===== src/core/aio_cfg.svh =====
// constants for the automatic block transfer engine
`ifndef AIO_CFG_SVH
`define AIO_CFG_SVH
`define AIO_OP_WORD_IN 8'h50
`define AIO_OP_WORD_OUT 8'h60
`define AIO_OP_BYTE_IN 8'h54
`define AIO_OP_BYTE_OUT 8'h64
`define AIO_OP_MSB 15
`define AIO_OP_LSB 8
`define AIO_DEV_MSB 7
`define AIO_DEV_LSB 0
`define AIO_PC_EXIT 16'h0003
`define AIO_PC_NEXT 16'h0004
`define AIO_ONE 16'h0001
`define AIO_ZERO 16'h0000
`define AIO_QUARTER_CYCLES 2'h1
`endif


===== src/core/aio_pkg.sv =====
// types for the automatic block transfer engine
`default_nettype none
package aio_pkg;
    typedef logic [15:0] aio_word_t;
    typedef enum logic [1:0] {
        AIO_WORD_IN,
        AIO_WORD_OUT,
        AIO_BYTE_IN,
        AIO_BYTE_OUT
    } aio_kind_e;
endpackage
`default_nettype wire


===== src/core/aio_mem_if.sv =====
// memory request channel between engine and its memory port
`default_nettype none
interface aio_mem_if;
    logic req;
    logic we;
    logic [15:0] addr;
    logic [15:0] wdata;
    logic [15:0] rdata;
    logic ack;
    modport master (output req, output we, output addr, output wdata,
                    input rdata, input ack);
    modport slave (input req, input we, input addr, input wdata,
                   output rdata, output ack);
endinterface
`default_nettype wire


===== src/core/aio_mem_port.sv =====
// registered memory port: drives top level memory pins
`default_nettype none
`include "aio_cfg.svh"
module aio_mem_port
(
    input wire logic i_clk,
    input wire logic i_reset_n,
    aio_mem_if.slave m,
    output logic o_req,
    output logic o_we,
    output logic [15:0] o_addr,
    output logic [15:0] o_wdata,
    input wire logic i_ack,
    input wire logic [15:0] i_rdata
);
    logic busy_q;
    assign m.ack = i_ack & busy_q;
    assign m.rdata = i_rdata;
    always_ff @(posedge i_clk or negedge i_reset_n)
    begin
        if (!i_reset_n)
        begin
            busy_q <= 1'b0;
            o_req <= 1'b0;
            o_we <= 1'b0;
            o_addr <= `AIO_ZERO;
            o_wdata <= `AIO_ZERO;
        end
        else if (m.req && !busy_q)
        begin
            busy_q <= 1'b1;
            o_req <= 1'b1;
            o_we <= m.we;
            o_addr <= m.addr;
            o_wdata <= m.wdata;
        end
        else if (busy_q && i_ack)
        begin
            busy_q <= 1'b0;
            o_req <= 1'b0;
        end
    end
endmodule
`default_nettype wire


===== src/core/aio_engine.sv =====
// automatic i/o block transfer execution engine
//
// Summary of operation
// - In-line use does the same count, pointer and data work as interrupt use.
// - In-line with nonzero new count, the next pc is P plus four.
// - In-line with zero new count, the next pc is P plus three.
// - Interrupt use with zero new count pulses the completion echo.
// - Word input bumps count and pointer then stores a device word there.
// - Word output bumps count and pointer then sends that memory word.
// - Byte input bumps count and pointer then stores a device byte there.
// - Byte output bumps count and pointer then sends that memory byte.
// - Both words after the instruction are incremented and written back.
// - Byte input keeps the other byte of the addressed word intact.
// - Outputs never write the data location they read.
// - Opcode sits in bits 15..8, device and function in bits 7..0.
// - Count starts at minus length, pointer one below first item.
// - One item costs four memory cycles, four and a quarter cycles.
// - Byte forms treat the pointer as a byte address, odd or even start.
`default_nettype none
`include "aio_cfg.svh"
module aio_engine
    import aio_pkg::*;
(
    input wire logic i_clk,
    input wire logic i_reset_n,
    input wire logic i_start,
    input wire logic i_inline,
    input wire aio_pkg::aio_word_t i_pc,
    output logic o_busy,
    output logic o_done,
    output logic o_illegal,
    output aio_pkg::aio_word_t o_next_pc,
    output logic o_pc_load,
    output logic o_mem_req,
    output logic o_mem_we,
    output aio_pkg::aio_word_t o_mem_addr,
    output aio_pkg::aio_word_t o_mem_wdata,
    input wire logic i_mem_ack,
    input wire aio_pkg::aio_word_t i_mem_rdata,
    output logic o_io_rd,
    output logic o_io_wr,
    output logic [7:0] o_io_dev,
    output aio_pkg::aio_word_t o_io_wdata,
    input wire aio_pkg::aio_word_t i_io_rdata,
    output logic o_echo
);
    import aio_pkg::*;

    typedef enum logic [3:0] {
        ST_IDLE, ST_FETCH, ST_IOWAIT, ST_CNT_RD, ST_CNT_WR, ST_PTR_RD,
        ST_PTR_WR, ST_DATA_RD, ST_DATA_WR, ST_FINISH
    } aio_state_e;

    aio_mem_if mem ();

    aio_state_e state_q, state_d;
    aio_word_t pc_q, instr_q, cnt_q, ptr_q, data_q;
    logic inline_q;
    logic [1:0] quarter_q;
    logic illegal_q, done_q, echo_q, pcl_q, io_rd_q, io_wr_q;
    logic busy_q;
    aio_word_t next_pc_q, io_wdata_q;
    logic [7:0] io_dev_q;

    wire [7:0] opcode = instr_q[`AIO_OP_MSB:`AIO_OP_LSB];
    wire [7:0] dev = instr_q[`AIO_DEV_MSB:`AIO_DEV_LSB];
    wire is_wi = opcode == `AIO_OP_WORD_IN;
    wire is_wo = opcode == `AIO_OP_WORD_OUT;
    wire is_bi = opcode == `AIO_OP_BYTE_IN;
    wire is_bo = opcode == `AIO_OP_BYTE_OUT;
    wire legal = is_wi | is_wo | is_bi | is_bo;
    wire is_byte = is_bi | is_bo;
    wire is_in = is_wi | is_bi;
    wire [15:0] rd_inc = mem.rdata + `AIO_ONE;
    wire cnt_zero = cnt_q == `AIO_ZERO;
    wire [15:0] data_addr = is_byte ? {1'b0, ptr_q[15:1]} : ptr_q;
    wire low_half = ptr_q[0];
    wire [15:0] merged = low_half ? {data_q[15:8], i_io_rdata[7:0]}
                                  : {i_io_rdata[7:0], data_q[7:0]};
    wire [15:0] out_byte = low_half ? {8'h00, data_q[7:0]}
                                    : {8'h00, data_q[15:8]};
    wire ack = mem.ack;
    wire [15:0] p1 = pc_q + `AIO_ONE;
    wire [15:0] p2 = p1 + `AIO_ONE;

    always_comb
    begin
        state_d = state_q;
        mem.req = 1'b0;
        mem.we = 1'b0;
        mem.addr = `AIO_ZERO;
        mem.wdata = `AIO_ZERO;
        unique case (state_q)
            ST_IDLE:
                if (i_start)
                    state_d = ST_FETCH;
            ST_FETCH:
            begin
                mem.req = 1'b1;
                mem.addr = pc_q;
                if (ack)
                    state_d = ST_IOWAIT;
            end
            // extra quarter on the i/o fetch
            ST_IOWAIT:
                if (quarter_q == `AIO_QUARTER_CYCLES)
                    state_d = legal ? ST_CNT_RD : ST_FINISH;
            ST_CNT_RD:
            begin
                mem.req = 1'b1;
                mem.addr = p1;
                if (ack)
                    state_d = ST_CNT_WR;
            end
            ST_CNT_WR:
            begin
                mem.req = 1'b1;
                mem.we = 1'b1;
                mem.addr = p1;
                mem.wdata = cnt_q;
                if (ack)
                    state_d = ST_PTR_RD;
            end
            ST_PTR_RD:
            begin
                mem.req = 1'b1;
                mem.addr = p2;
                if (ack)
                    state_d = ST_PTR_WR;
            end
            ST_PTR_WR:
            begin
                mem.req = 1'b1;
                mem.we = 1'b1;
                mem.addr = p2;
                mem.wdata = ptr_q;
                if (ack)
                    state_d = (is_in && !is_byte) ? ST_DATA_WR : ST_DATA_RD;
            end
            ST_DATA_RD:
            begin
                mem.req = 1'b1;
                mem.addr = data_addr;
                if (ack)
                    state_d = is_in ? ST_DATA_WR : ST_FINISH;
            end
            ST_DATA_WR:
            begin
                mem.req = 1'b1;
                mem.we = 1'b1;
                mem.addr = data_addr;
                mem.wdata = is_byte ? merged : i_io_rdata;
                if (ack)
                    state_d = ST_FINISH;
            end
            ST_FINISH:
                state_d = ST_IDLE;
        endcase
    end

    always_ff @(posedge i_clk or negedge i_reset_n)
    begin
        if (!i_reset_n)
        begin
            state_q <= ST_IDLE;
            busy_q <= 1'b0;
            pc_q <= `AIO_ZERO;
            instr_q <= `AIO_ZERO;
            cnt_q <= `AIO_ZERO;
            ptr_q <= `AIO_ZERO;
            data_q <= `AIO_ZERO;
            inline_q <= 1'b0;
            quarter_q <= 2'h0;
        end
        else
        begin
            state_q <= state_d;
            // busy tracks state_q exactly but leaves from a flop
            busy_q <= state_d != ST_IDLE;
            quarter_q <= (state_q == ST_IOWAIT) ? quarter_q + 2'h1 : 2'h0;
            if (state_q == ST_IDLE && i_start)
            begin
                pc_q <= i_pc;
                inline_q <= i_inline;
            end
            if (ack && state_q == ST_FETCH)
                instr_q <= mem.rdata;
            if (ack && state_q == ST_CNT_RD)
                cnt_q <= rd_inc;
            // pointer bumped as byte or word address
            if (ack && state_q == ST_PTR_RD)
                ptr_q <= rd_inc;
            if (ack && state_q == ST_DATA_RD)
                data_q <= mem.rdata;
        end
    end

    wire fin = state_q == ST_FINISH;
    wire fin_ok = fin && legal;

    always_ff @(posedge i_clk or negedge i_reset_n)
    begin
        if (!i_reset_n)
        begin
            done_q <= 1'b0;
            echo_q <= 1'b0;
            pcl_q <= 1'b0;
            illegal_q <= 1'b0;
            next_pc_q <= `AIO_ZERO;
            io_rd_q <= 1'b0;
            io_wr_q <= 1'b0;
            io_dev_q <= 8'h00;
            io_wdata_q <= `AIO_ZERO;
        end
        else
        begin
            done_q <= fin;
            illegal_q <= fin && !legal;
            echo_q <= fin_ok && !inline_q && cnt_zero;
            pcl_q <= fin_ok && inline_q;
            if (fin_ok && inline_q)
                next_pc_q <= pc_q + (cnt_zero ? `AIO_PC_EXIT : `AIO_PC_NEXT);
            io_dev_q <= dev;
            // input strobe pulses the cycle after the data store is acknowledged
            io_rd_q <= state_q == ST_DATA_WR && ack;
            io_wr_q <= fin_ok && !is_in;
            if (fin_ok && !is_in)
                io_wdata_q <= is_byte ? out_byte : data_q;
        end
    end

    assign o_busy = busy_q;
    assign o_done = done_q;
    assign o_illegal = illegal_q;
    assign o_echo = echo_q;
    assign o_pc_load = pcl_q;
    assign o_next_pc = next_pc_q;
    assign o_io_rd = io_rd_q;
    assign o_io_wr = io_wr_q;
    assign o_io_dev = io_dev_q;
    assign o_io_wdata = io_wdata_q;

    aio_mem_port u_port (
        .i_clk(i_clk),
        .i_reset_n(i_reset_n),
        .m(mem),
        .o_req(o_mem_req),
        .o_we(o_mem_we),
        .o_addr(o_mem_addr),
        .o_wdata(o_mem_wdata),
        .i_ack(i_mem_ack),
        .i_rdata(i_mem_rdata)
    );
endmodule
`default_nettype wire


===== config.mk =====
export PLATFORM = sky130hd
export DESIGN_NAME = aio_engine
export DESIGN_NICKNAME = d
export VERILOG_FILES = /design/src/core/aio_pkg.sv /design/src/core/aio_mem_if.sv /design/src/core/aio_mem_port.sv /design/src/core/aio_engine.sv
export VERILOG_INCLUDE_DIRS = /design/src /design/src/core
export SDC_FILE = /design/constraint.sdc
export NUM_CORES = 1
export LEC_CHECK = 0
export BUFFER_PORTS_ARGS = -buffer_cell sky130_fd_sc_hd__buf_2
export CAP_MARGIN = 20
export CORE_ASPECT_RATIO = 0.75
export CORE_MARGIN = 3
export CORE_UTILIZATION = 57
export DETAILED_ROUTE_END_ITERATION = 10
export PLACE_DENSITY_LB_ADDON = 0.25
export SYNTH_ARGS = -nofsm -noshare
export SYNTH_HDL_FRONTEND = slang
export SYNTH_HIERARCHICAL = 1
export SYNTH_SLANG_ARGS = --single-unit

===== constraint.sdc =====
create_clock -name i_clk -period 3.6 [get_ports i_clk]
set_input_delay 0.72 -clock i_clk [delete_from_list [all_inputs] [get_ports i_clk]]
set_output_delay 0.72 -clock i_clk [all_outputs]
set_load 0.005 [all_outputs]

; After elaboration in Yosys (flattened, before gate mapping)
; Cells that the tools add are included.
[classes]
reduce_logical = 29
n_addsub = 5
eq_ne = 14
n_bitwise = 6
n_mux = 26
[op_table]
columns = cell, count
row1 = $mux 16, 4
row2 = $pmux 16 s4, 1
row3 = $add 16x1->16 const B, 3
row4 = $pmux 16 s3, 1
row5 = $mux 4, 11
row6 = $pmux 4 s10, 1
row7 = $eq 8x7->1 const B, 4
row8 = $add 16x3->16, 1
row9 = $eq 4x3->1 const B, 4
row10 = $logic_not 16->1, 1
row11 = $logic_and 1x1->1, 15
row12 = $eq 4x2->1 const B, 2
row13 = $eq 4x4->1 const B, 2
row14 = $mux 8, 1
row15 = $reduce_or 7->1, 1
row16 = $reduce_or 2->1, 3
row17 = $logic_not 1->1, 5
row18 = $mux 1, 5
row19 = $or 1x1->1, 5
row20 = $eq 4x1->1 const B, 1
row21 = $logic_not 4->1, 1
row22 = $reduce_bool 4->1, 1
row23 = $mux 3, 1
row24 = $reduce_or 3->1, 1
row25 = other kinds (5), 5
[word_totals]
out_inout_bits = 81
inputBits = 53
word_cells = 102
ff_bits = 168

; Depth between registers and ports, before layout
[depth]
depth_word = 8
depth_mapped = 12
ltp_nobuf = 12

; Hierarchy
; Netlist, hierarchy kept.
[modules_own_cells]
columns = module, instances, area_per_inst_um2, seq_area_each_um2, cells_per_inst
row1 = aio_engine, 1, 7517.2, 3353.2, 773
row2 = aio_mem_port, 1, 1531.5, 850.8, 91

; Least setup slack after synthesis
; No wires, ideal clock.
[synth_path]
path_type = reg2reg
startpoint = register cnt_q[11]
endpoint = register next_pc_q[14], in the netlist o_next_pc[14]
path_slack_ps = 988
t_arrival_ps = 2476
setup_ps = 136
path_buffers = 0
synth_period_minus_slack_ps = 2612
stages_incl_launch_ff = 13
required_ps = 3464
cell_sequence = dfrtp_1 -> nor4_1 -> nand4_1 -> inv_1 -> ha_1 -> inv_1 -> fa_1 -> nor2b_1 -> o21ai_0 -> or3_1 -> nor2_1 -> xnor2_1 -> o21ai_0
[synth_via]
elab_chain_len = 3
[synth_rtl]
columns = element, line
row1 = "start, declared", aio_engine.sv:57  ; aio_word_t pc_q, instr_q, cnt_q, ptr_q, data_q;
row2 = "start signal, assigned", aio_engine.sv:169  ; cnt_q <= `AIO_ZERO;
row3 = "start signal, assigned", aio_engine.sv:189  ; cnt_q <= rd_inc;
row4 = $logic_not 16->1 (no source line), --
row5 = $mux 3 (no source line), --
row6 = $add 16x3->16, aio_engine.sv:222  ; next_pc_q <= pc_q + (cnt_zero ? `AIO_PC_EXIT : `AIO_PC_NEXT);
row7 = "end signal, assigned", aio_engine.sv:209  ; next_pc_q <= `AIO_ZERO;
row8 = "end signal, assigned", aio_engine.sv:222
row9 = "end, declared", aio_engine.sv:62  ; aio_word_t next_pc_q, io_wdata_q;
; No other way between the ends.
; A chain may end at the register's enable or synchronous reset.

; Worst setup path after layout
[layout_path]
startpoint = register cnt_q[11]
endpoint = register next_pc_q[12], in the netlist o_next_pc[12]
; Same word-level chain as after synthesis.

==> results.md <==
- Max FO, Critical Path: 4
- DP Wirelength: 16,400 µm
- Post-Syn Instances: 864
- # hold bufs at CTS: 0
- Num Clock Sinks: 168
- TNS Setup: 0 ps
- RSZ-0062 raised after global routing: no
- Initial Util: 0.589
- CTS root buf: clkbuf_16
- Async set-reset flop share out of synthesis: 1.00
- Largest net degree at the start of global routing: 85
- Warnings, synthesis: 6
- Avg Vias per Cell: 5.87
- CP endpoint kind: flop
- FF-to-FF Start: cnt_q[11]
- Final net count: 1,024
- Highest-count cells in the layout ignoring fill and taps: dfrtp_1 (168), buf_2 (132), nand2_1 (85)
- FF-to-FF path depth: 12
- Flops & latches, synth: 168
- Area after DPL: 0.00970 mm²
- Vias in the first global route: 6,808
- Setup Fix Bufs, Post-CTS: 0
- Total GRT Usage: 0.267
- Register area share after synthesis: 0.465
- Area Overhead vs Synth: 14.3%
- Post-CTS Resized: 0
- Predominant post-synthesis flop cell: dfrtp_1
- Critical Setup Path Class: flop to flop
- Worst EP required: 3900 ps
- ANT nets after route: 0
- Residual DRC: 0
- Clock Latency Late Sink: 430 ps
- Fin area: 0.0103 mm²
- Reg2Reg Capture Point: o_next_pc[12]
- CP Launch Type: flop
- Die Y: 115 µm
- Leakage power: 4.78 nW
- Max-slew violation count: 0
- Clk_skew: 8.15 ps
- Reg2reg setup slack: 360 ps
- First drt pass iteration count: 5
- Fmax: 0.308 GHz
- Die footprint: 0.0174 mm²
- Routed WL: 22,600 µm
- Synth unique cells: 73
- Most common cell after layout, fill and taps aside: dfrtp_1
- Layout cell share with drive strength beyond 1: 0.304
- Clock Path Buffers: 2
- EDFF count, synth: 0
- Final Hold Vio Count: 0
- Post-DR wirelength/cell: 19.1 µm
- Status: finished, final reports clean
- Initial antenna violation count: 0
- PortBufs: 133
- Std cell rows: 39
- Fillers: 1,238
- CTS tree: built
- First-pass GRT wire length: 36,000 µm
- TritonCTS Buffers: 17
- Final setup viols: 0
- GP Congestion: 0.932
- Die width: 151 µm
- Max-Cap Viols: 0
- Clock-pin slew on the worst setup and hold paths: 60 ps
- Maximum VDD drop: 0.541 mV
- N_diodes: 0
- Fin crit period: 3240 ps
- Core ar.: 0.0154 mm²
- I/O pin total: 134
- GRT overflow: 0
- Mean post-synth cell area: 10.5 µm²
- Slew @ Worst Pin: 994 ps
- Fin crit share: 0.901
- Critical Path AT: 3550 ps
- Worst min path class: input port to async pin
- Vias: 6,929
- Synth Cell Area: 0.00905 mm²
- PwrDens: 850 mW/mm²
- Initial DRC count: 590
- Max H-tree Level: 4
- Relative slew slack: 0.336
- Post-synthesis net count: 926
## worst max-delay path, cell delays in order, from the launching register on
cell and delay, ps:
dfrtp_1 400, nor4_1 430, nand4_1 420, inv_1 180
ha_1 180, inv_1 60, fa_1 410, nor2b_1 110
o21ai_0 170, or3_1 420, nor2_1 130, xnor2_1 120
o21ai_0 80
## cells in the mapped netlist (all sizes together) (2+ instances only)
| cell | instances | area, µm² |
|---|---|---|
| nand4 | 13 | 100 |
| dfrtp | 168 | 4200 |
| mux2 | 88 | 1100 |
| a31o | 2 | 17.5 |
| nor4 | 11 | 96.3 |
| a211oi | 2 | 27.5 |
| inv | 16 | 60.1 |
| xor2 | 22 | 193 |
| mux2i | 36 | 360 |
| ha | 8 | 100 |
| buf | 41 | 300 |
| a21oi | 40 | 204 |
| nor3 | 13 | 85.1 |
| a22oi | 18 | 135 |
| nand2b | 2 | 12.5 |
| a221oi | 2 | 17.5 |
| a31oi | 2 | 12.5 |
| clkbuf | 29 | 113 |
| nor2 | 68 | 263 |
| o21ai | 87 | 435 |
| nand3 | 22 | 115 |
| nor4b | 3 | 38.8 |
| nand2 | 86 | 325 |
| nand3b | 5 | 37.5 |
| o221ai | 12 | 111 |
| or3 | 5 | 31.3 |
| nor2b | 5 | 31.3 |
| and3 | 4 | 25.0 |
| xnor2 | 22 | 193 |
| o2111ai | 2 | 23.8 |
| a21bo | 3 | 30.0 |
| a211o | 2 | 18.8 |
| and2 | 2 | 12.5 |
| a21o | 2 | 15.0 |
| o21a | 5 | 37.5 |
## metal layers
layer	track usage	wire length, µm	vias up
li1	-	-	3252
met1	0.412	11000	3399
met2	0.382	9540	266
met3	0.0701	1890	12
met4	0.0543	164	0
met5	0	0	-
## report_power, final
group	internal [mW]	leakage, nW	switching, mW
sequential	2.55	2.13	0.846
clock	1.19	0.301	0.769
combinational	1.68	2.35	1.76
total	5.42	4.78	3.38
## area by class of cell
class | instances | area, µm² | share of cell area
Multi-Input combinational cell | 610 | 4380 | 0.424
Clock buffer | 19 | 443 | 0.0428
Tap cell | 205 | 256 | 0.0248
Clock inverter | 13 | 191 | 0.0185
Inverter | 16 | 60.1 | 0.00581
Timing Repair Buffer | 149 | 805 | 0.0778
Sequential cell | 168 | 4200 | 0.407
## stage by stage
step | hold WS [ps] | worst slack [ps] | power (mW) | cells | util
6_report | 309 | 355 | 8.79 | 1180 | 0.673
5_1_grt | 373 | 119 | 9.32 | 1180 | 0.673
4_1_cts | 362 | 379 | 8.78 | 1180 | 0.673
3_5_place_dp | 359 | 360 | 6.78 | 1148 | 0.631
3_3_place_gp | 355 | 486 | 6.68 | 1148 | 0.631
2_1_floorplan | 350 | 988 | 5.84 | 864 | -
## how the worst max path moves through the flow
stage	from	end	slack [ps]	depth (start not counted)
floorplan	cnt_q[11]	o_next_pc[14]	990	12
global placement	cnt_q[11]	o_next_pc[14]	490	12
detailed placement	cnt_q[11]	o_next_pc[14]	360	12
CTS	cnt_q[11]	o_next_pc[14]	380	12
global route	cnt_q[11]	o_next_pc[12]	120	12
finish	cnt_q[11]	o_next_pc[12]	360	12
## logic make-up after synthesis
family | count (synthesis) | share of synthesized area
AND/OR/NAND/NOR | 245 | 0.136
buffers and inverters | 86 | 0.0523
multiplexers | 124 | 0.162
AO/OA/AOI/OAI | 188 | 0.130
XOR/XNOR | 44 | 0.0426
flip-flops | 168 | 0.465
adder cells (fa/ha/maj) | 9 | 0.0133
No activity file was read; power rests on OpenSTA's default activity.
